<file path="src/verilog/sysclk_sel_pkg.sv">
package sysclk_sel_pkg;

  // register byte offsets
  localparam logic [7:0] INT_OSC_CTRL_OFF = 8'h8A;
  localparam logic [7:0] CLOCK_SELECT_OFF = 8'h97;
  localparam logic [7:0] EXT_OSC_CTRL_OFF = 8'h8C;

  // reset values
  localparam logic [7:0] INT_OSC_CTRL_RST = 8'hC0;
  localparam logic [7:0] CLOCK_SELECT_RST = 8'h00;
  localparam logic [7:0] EXT_OSC_CTRL_RST = 8'h00;

  // field positions
  localparam int INT_EN_BIT = 7;
  localparam int INT_RDY_BIT = 6;
  localparam int INT_DIV_LSB = 0;
  localparam int SRC_SEL_BIT = 0;
  localparam int XTAL_VALID_BIT = 7;
  localparam int EXT_MODE_LSB = 4;
  localparam int EXT_FREQ_LSB = 0;

  // external oscillator mode codes
  localparam logic [2:0] EXT_MODE_OFF = 3'h0;
  localparam logic [2:0] EXT_MODE_CMOS = 3'h2;
  localparam logic [2:0] EXT_MODE_CMOS_HALF = 3'h3;

  // ratio select of the edge divider: 0 pass, 1 half, 2 quarter, 3 eighth
  localparam logic [1:0] RATIO_PASS = 2'h0;
  localparam logic [1:0] RATIO_HALF = 2'h1;

  // modes 000 and 001 leave the circuit off
  function automatic logic ext_is_off(input logic [2:0] mode);
    ext_is_off = (mode[2:1] == 2'h0);
  endfunction

  // odd codes other than 001 add the divide-by-2 stage
  function automatic logic ext_is_half(input logic [2:0] mode);
    ext_is_half = mode[0] && !ext_is_off(mode);
  endfunction

  function automatic logic ext_is_crystal(input logic [2:0] mode);
    ext_is_crystal = (mode[2:1] == 2'h3);
  endfunction

  // divider code 11 is divide by 1, 00 divide by 8
  function automatic logic [1:0] int_ratio(input logic [1:0] code);
    int_ratio = 2'h3 - code;
  endfunction

endpackage

</file>
<file path="src/verilog/system_clock_source_select.sv">
// Behaviour
// - system clock follows external oscillator only when source select bit is 1
// - external clock stays available to peripherals while internal drives system
// - source may switch on the fly; software selects only settled oscillators
// - one internal control write enables internal oscillator and sets its divider
// - hardware sets crystal valid flag once oscillator settles; read-only
// - mode 00x turns external oscillator circuit off
// - mode 010 passes CMOS clock from first crystal pin undivided
// - after reset internal oscillator is the system clock source
// - internal clock divided by 1, 2, 4 or 8 per divider field
// - bit 7 of internal control enables internal oscillator
//
// Local design decision: strobed register access.
`timescale 1ns/1ps
module system_clock_source_select
  import sysclk_sel_pkg::*;
(
  input wire logic core_clk,
  input wire logic resetn,
  input wire logic [7:0] reg_addr,
  input wire logic [7:0] reg_wdata,
  input wire logic reg_wr,
  input wire logic reg_rd,
  output logic [7:0] reg_rdata,
  input wire logic int_osc_in,
  input wire logic ext_clock_pin_a,
  input wire logic ext_osc_settled,
  output logic sysclk_out,
  output logic periph_ext_clk,
  output logic int_osc_enable,
  output logic [2:0] ext_osc_mode,
  output logic [2:0] ext_osc_freq_ctrl
);

  typedef struct packed {
    logic int_en;
    logic int_rdy;
    logic [1:0] int_div;
    logic src_sel;
    logic xtal_valid;
    logic [2:0] ext_mode;
    logic [2:0] ext_freq;
    logic [7:0] rdata;
    logic sysclk;
    logic periph_clk;
  } sel_state_t;

  localparam sel_state_t ST_RST = '{
    int_en: INT_OSC_CTRL_RST[INT_EN_BIT],
    int_rdy: INT_OSC_CTRL_RST[INT_RDY_BIT],
    int_div: INT_OSC_CTRL_RST[INT_DIV_LSB +: 2],
    src_sel: CLOCK_SELECT_RST[SRC_SEL_BIT],
    xtal_valid: EXT_OSC_CTRL_RST[XTAL_VALID_BIT],
    ext_mode: EXT_OSC_CTRL_RST[EXT_MODE_LSB +: 3],
    ext_freq: EXT_OSC_CTRL_RST[EXT_FREQ_LSB +: 3],
    rdata: 8'h00,
    sysclk: 1'b0,
    periph_clk: 1'b0
  };

  sel_state_t s_q;
  sel_state_t s_d;
  logic int_div_clk;
  logic ext_div_clk;
  logic [1:0] ext_ratio;
  logic wr_int;
  logic wr_sel;
  logic wr_ext;

  ////////////////////////////////////////////////////////////////////////////
  // clock dividers on the sampled oscillator waveforms

  clk_ratio_div u_int_div (
    .core_clk(core_clk),
    .resetn(resetn),
    .clk_in(int_osc_in),
    .ratio_sel(int_ratio(s_q.int_div)),
    .clk_out(int_div_clk)
  );

  assign ext_ratio = ext_is_half(s_q.ext_mode) ? RATIO_HALF : RATIO_PASS;

  clk_ratio_div u_ext_div (
    .core_clk(core_clk),
    .resetn(resetn),
    .clk_in(ext_clock_pin_a),
    .ratio_sel(ext_ratio),
    .clk_out(ext_div_clk)
  );

  // write decode
  assign wr_int = reg_wr && (reg_addr == INT_OSC_CTRL_OFF);
  assign wr_sel = reg_wr && (reg_addr == CLOCK_SELECT_OFF);
  assign wr_ext = reg_wr && (reg_addr == EXT_OSC_CTRL_OFF);

  ////////////////////////////////////////////////////////////////////////////
  // next state: register writes, flags, clock selection, read data
  always_comb
  begin
    s_d = s_q;
    // enable and divider in one write
    if (wr_int)
    begin
      s_d.int_en = reg_wdata[INT_EN_BIT];
      s_d.int_div = reg_wdata[INT_DIV_LSB +: 2];
    end
    s_d.int_rdy = s_q.int_en;
    // switch on the fly, no handshake
    if (wr_sel)
    begin
      s_d.src_sel = reg_wdata[SRC_SEL_BIT];
    end
    // frequency code is passed to the drive circuit
    if (wr_ext)
    begin
      s_d.ext_mode = reg_wdata[EXT_MODE_LSB +: 3];
      s_d.ext_freq = reg_wdata[EXT_FREQ_LSB +: 3];
    end
    // valid flag tracks settle detector, crystal mode only
    s_d.xtal_valid = ext_is_crystal(s_q.ext_mode) && ext_osc_settled;
    // circuit off gives no external clock
    // CMOS mode passes the pin through the pass ratio
    // peripherals see external clock whatever the selection
    s_d.periph_clk = ext_is_off(s_q.ext_mode) ? 1'b0 : ext_div_clk;
    // external only when select is 1
    // disabled internal oscillator gives a quiet clock
    if (s_q.src_sel)
    begin
      s_d.sysclk = ext_is_off(s_q.ext_mode) ? 1'b0 : ext_div_clk;
    end
    else
    begin
      s_d.sysclk = s_q.int_en ? int_div_clk : 1'b0;
    end
    // read data stand one cycle after the strobe, zero otherwise
    s_d.rdata = 8'h00;
    if (reg_rd)
    begin
      unique case (reg_addr)
        INT_OSC_CTRL_OFF: s_d.rdata = {s_q.int_en, s_q.int_rdy, 4'h0, s_q.int_div};
        CLOCK_SELECT_OFF: s_d.rdata = {7'h00, s_q.src_sel};
        EXT_OSC_CTRL_OFF: s_d.rdata = {s_q.xtal_valid, s_q.ext_mode, 1'b0, s_q.ext_freq};
        default: s_d.rdata = 8'h00;
      endcase
    end
  end

  // reset returns to the internal source
  always_ff @(posedge core_clk)
  begin
    if (!resetn)
    begin
      s_q <= ST_RST;
    end
    else
    begin
      s_q <= s_d;
    end
  end

  // outputs straight from the state register
  assign reg_rdata = s_q.rdata;
  assign sysclk_out = s_q.sysclk;
  assign periph_ext_clk = s_q.periph_clk;
  assign int_osc_enable = s_q.int_en;
  assign ext_osc_mode = s_q.ext_mode;
  assign ext_osc_freq_ctrl = s_q.ext_freq;
endmodule

</file>
<file path="src/verilog/clk_ratio_div.sv">
`timescale 1ns/1ps
module clk_ratio_div
  import sysclk_sel_pkg::*;
(
  input wire logic core_clk,
  input wire logic resetn,
  input wire logic clk_in,
  input wire logic [1:0] ratio_sel,
  output logic clk_out
);

  typedef struct packed {
    logic in_q;
    logic [2:0] cnt_q;
    logic out_q;
  } div_state_t;

  div_state_t s_q;
  div_state_t s_d;

  ////////////////////////////////////////////////////////////////////////////
  // count rising edges of the sampled waveform; a count bit is the slower clock
  always_comb
  begin
    s_d = s_q;
    s_d.in_q = clk_in;
    if (clk_in && !s_q.in_q)
    begin
      s_d.cnt_q = s_q.cnt_q + 3'h1;
    end
    unique case (ratio_sel)
      2'h0: s_d.out_q = s_q.in_q;
      2'h1: s_d.out_q = s_q.cnt_q[0];
      2'h2: s_d.out_q = s_q.cnt_q[1];
      2'h3: s_d.out_q = s_q.cnt_q[2];
    endcase
  end

  // state register
  always_ff @(posedge core_clk)
  begin
    if (!resetn)
    begin
      s_q <= '0;
    end
    else
    begin
      s_q <= s_d;
    end
  end

  assign clk_out = s_q.out_q;

endmodule

</file>
<file path="config.mk">
export PLATFORM = sky130hd
export DESIGN_NAME = system_clock_source_select
export DESIGN_NICKNAME = d
export VERILOG_FILES = /design/src/verilog/sysclk_sel_pkg.sv /design/src/verilog/system_clock_source_select.sv /design/src/verilog/clk_ratio_div.sv
export SDC_FILE = /design/constraint.sdc
export NUM_CORES = 1
export LEC_CHECK = 0
export BUFFER_PORTS_ARGS = -buffer_cell sky130_fd_sc_hd__buf_2
export CORE_AREA = 5 5 56 78
export CTS_BUF_LIST = sky130_fd_sc_hd__clkbuf_16
export DETAILED_ROUTE_END_ITERATION = 7
export DIE_AREA = 0 0 61 83
export PLACE_DENSITY = 0.64
export SLEW_MARGIN = 15
export SYNTH_ARGS = -nofsm -noshare
export SYNTH_HDL_FRONTEND = slang
export SYNTH_HIERARCHICAL = 1
export SYNTH_SLANG_ARGS = --single-unit
</file>
<file path="constraint.sdc">
create_clock -name core_clk -period 1.25 [get_ports core_clk]
set_clock_uncertainty 0.1 [all_clocks]
set_input_delay 0.0625 -clock core_clk [delete_from_list [all_inputs] [get_ports core_clk]]
set_output_delay 0.0625 -clock core_clk [all_outputs]
set_load 0.05 [all_outputs]
</file>
==> flow_summary.toml <==
[run_status]
status = "complete, no violations"

[clocking]
cts_tree = "built"
cts.htree.levels = 2
cts_made_buffers = 5
clock_latency_ns = 0.27
cts_sinks = 31
clkTransAtPathRegs_ns = 0.05
clk_path_buf_depth = 2
cts-root-buf = "clkbuf_16"

[critical_path]
crit_slowest_cell = "mux4_2"
cp_data_required_time_ns = 1.31
crit_path_max_incr_delay_ns = 0.47
cp_cell_sequence = "inv_2 > mux4_2 > and2_1"
arrival_ns = 1.27
path_class = "reg -> reg"
crit_path_start_kind = "register"
crit_fanout = 2
cp-end-kind = "register"

[sta]
slew_violations = 0
hold_slack_ns = 0.00904
min_period_over_period = 0.967
grt_setup_unrepaired = "yes"
finalHoldViolCount = 0
min_period_ns = 1.21
fmax_mhz = 827
finalSetupViolCount = 0

[drt]
drc = 0
wl_um = 2850
wire_per_inst_um = 12.3
dr.pass1.iters = 4
ant_nets = 0
vias = 1123
via_per_inst = 4.84
drt_iter0_drc = 7

[die]
die-width_um = 61
core_um2 = 3580
start_util = 0.392
die_area_um2 = 5060
core.rowCount = 26
io_pins = 40
die_y_um = 83

[logic_synthesis]
postSynthCellCount = 138
yosysUniqueCellTypes = 33
syn_area_um2 = 1400
synth_area_per_cell_um2 = 10.2
synth_seq_cells = 31
yosysWarnings = 6
seq_area_frac_synth = 0.443

[finish]
final_core_util = 0.520
area_delta_synth_final_pct = 32.8
diodes = 0
fin_nets = 214
layout-drive-gt1-share = 0.353
n_fill_cell = 342

[place]
io_buffers = 37
place.gp.congestion = 0.833
hpwl_um = 2280

[power_and_ir_drop]
irDropWorstVdd_v = 0.000783
p_seq_frac = 0.446
pwr-share-comb = 0.081
p_leak_nw = 0.888
power_mw = 2.30
internal-power_mw = 1.83
p_clk_frac = 0.474
power_density_nw_per_um2 = 1240
sw_frac_of_total = 0.205
p_switching_mw = 0.471

[hold_path]
hold_class = "in -> reg"

[grt]
grt_pass1_wl_um = 4810
grt_usage = 0.126
antenna_found_initial = 0
grt.overflow.total = 0
grt_max_degree = 22
grt_pass1_vias = 1129

[flow_run]
cap_violations = 0
==> kinds of logic after synthesis <==
group,share of synthesized area
simple gates,0.241
mux,0.119
fa+ha+maj,0.0179
other cells,0.00268
xor+xnor,0.0313
compound gates,0.0598
flops,0.443
buf+inv,0.0857
==> critical path: cells and delay by family (launching register included) <==
kind	cells	cell delay [ns]
and+or+nand+nor	1	0.16
muxes	1	0.47
buffers and inverters	1	0.05
DFF	1	0.31
==> routing by layer <==
metal | up-vias | GRT usage | routed length [um]
met2 | 24 | 0.225 | 1610
met5 | - | 0 | 0
met4 | 0 | 0.0631 | 68
met3 | 8 | 0.0450 | 154
li1 | 567 | - | -
met1 | 524 | 0.118 | 1020
==> power by group through the flow <==
stage | Clock [mW] | Combinational (mW) | Sequential, mW
final | 1.09 | 0.185 | 1.02
after global routing | 1.18 | 0.207 | 1.03
after CTS | 1.12 | 0.187 | 1.02
after detailed placement | 0 | 0.164 | 1.04
after global placement | 0 | 0.158 | 1.04
after floorplan | 0 | 0.0927 | 1.04
==> path summary, 6_finish.rpt <==
check / startpoint / to / slack (ns) / cells after the start
worst max-delay path: s_q[19] / u_int_div/clk_out / 0.04 / 3
worst max register to register: s_q[19] / u_int_div/clk_out / 0.04 / 3
worst min register to register: u_ext_div/clk_out / periph_ext_clk / 0.37 / 1
worst min-delay path: reg_rd / reg_rdata[0] / 0.009 / 3
==> cell usage in the layout (no fill, tap or decap), drive strengths merged, types with 2 or more instances in the layout <==
| master | n |
|---|---|
| buf | 50 |
| dfxtp | 31 |
| nand2 | 17 |
| and2 | 12 |
| mux2i | 11 |
| dlygate4sd3 | 9 |
| nor2b | 6 |
| clkbuf | 5 |
| a22oi | 4 |
| nand3b | 4 |
| inv | 4 |
| nand2b | 3 |
| xor2 | 3 |
| nor3 | 3 |
| nand4 | 3 |
| or3b | 2 |
| nor3b | 2 |
| conb | 2 |
| xnor2 | 2 |
| mux4 | 2 |
| ha | 2 |
==> stage by stage <==
step	TNS (ns)	area [um^2]	instances	worst slack, ns
2_1_floorplan	0	1410	139	0.0411
3_3_place_gp	-0.983	1630	215	-0.202
3_5_place_dp	-0.977	1630	215	-0.194
4_1_cts	0	1860	232	0.0176
5_1_grt	-0.0324	1860	232	-0.0324
6_report	0	1860	232	0.0413
==> timing repair <==
| item | 4_1_cts | 5_1_grt |
|---|---|---|
| resized for setup | 0 | 4 |
| setup endpoints to repair | 0 | 4 |
| buffers inserted | 0 | 0 |
| hold buffers | 9 | 0 |
| hold endpoints to repair | 11 | 0 |
==> cell type report <==
| cell class | instances | area (um^2) | share of cell area |
|---|---|---|---|
| Clock buffer | 5 | 125 | 0.0672 |
| Sequential cell | 31 | 623 | 0.335 |
| Timing Repair Buffer | 59 | 373 | 0.200 |
| Multi-Input combinational cell | 90 | 667 | 0.358 |
| Tap cell | 42 | 52.6 | 0.0282 |
| Inverter | 2 | 7.51 | 0.00403 |
| Clock inverter | 3 | 12.5 | 0.00672 |
==> state kept, by name (all words and copies together), names as in the netlist <==
register / cells
ext_osc_freq_ctrl: 3
ext_osc_mode: 3
int_osc_enable: 1
periph_ext_clk: 1
reg_rdata: 7
s_q: 5
sysclk_out: 1
u_ext_div/clk_out: 1
u_ext_div/s_q: 4
u_int_div/clk_out: 1
u_int_div/s_q: 4
==> synth_stat cells <==
library cell | count | area share
clkbuf_1 | 1 | 0.0027
buf_1 | 1 | 0.0027
xnor2_1 | 2 | 0.013
and4_1 | 1 | 0.0063
a2111oi_2 | 1 | 0.011
nand3_1 | 1 | 0.0036
o211ai_1 | 1 | 0.0054
and4b_1 | 1 | 0.0071
o211a_1 | 1 | 0.0071
nor3_1 | 3 | 0.011
mux2_2 | 1 | 0.0080
nor3b_1 | 2 | 0.011
buf_4 | 14 | 0.075
mux4_2 | 2 | 0.032
a211o_1 | 1 | 0.0063
nand2_1 | 17 | 0.046
dfxtp_1 | 31 | 0.44
nand2b_1 | 3 | 0.013
nor4_1 | 1 | 0.0045
nor2b_1 | 6 | 0.027
or3_4 | 1 | 0.0080
nand4_1 | 3 | 0.013
or3b_4 | 2 | 0.016
conb_1 | 1 | 0.0027
a22oi_1 | 4 | 0.021
o21ai_0 | 1 | 0.0036
ha_1 | 2 | 0.018
and2_1 | 12 | 0.054
mux2i_1 | 11 | 0.079
nand3b_1 | 4 | 0.021
inv_1 | 2 | 0.0054
xor2_1 | 3 | 0.019
o21a_1 | 1 | 0.0054
Note: power is estimated with default switching activity, not from simulation.
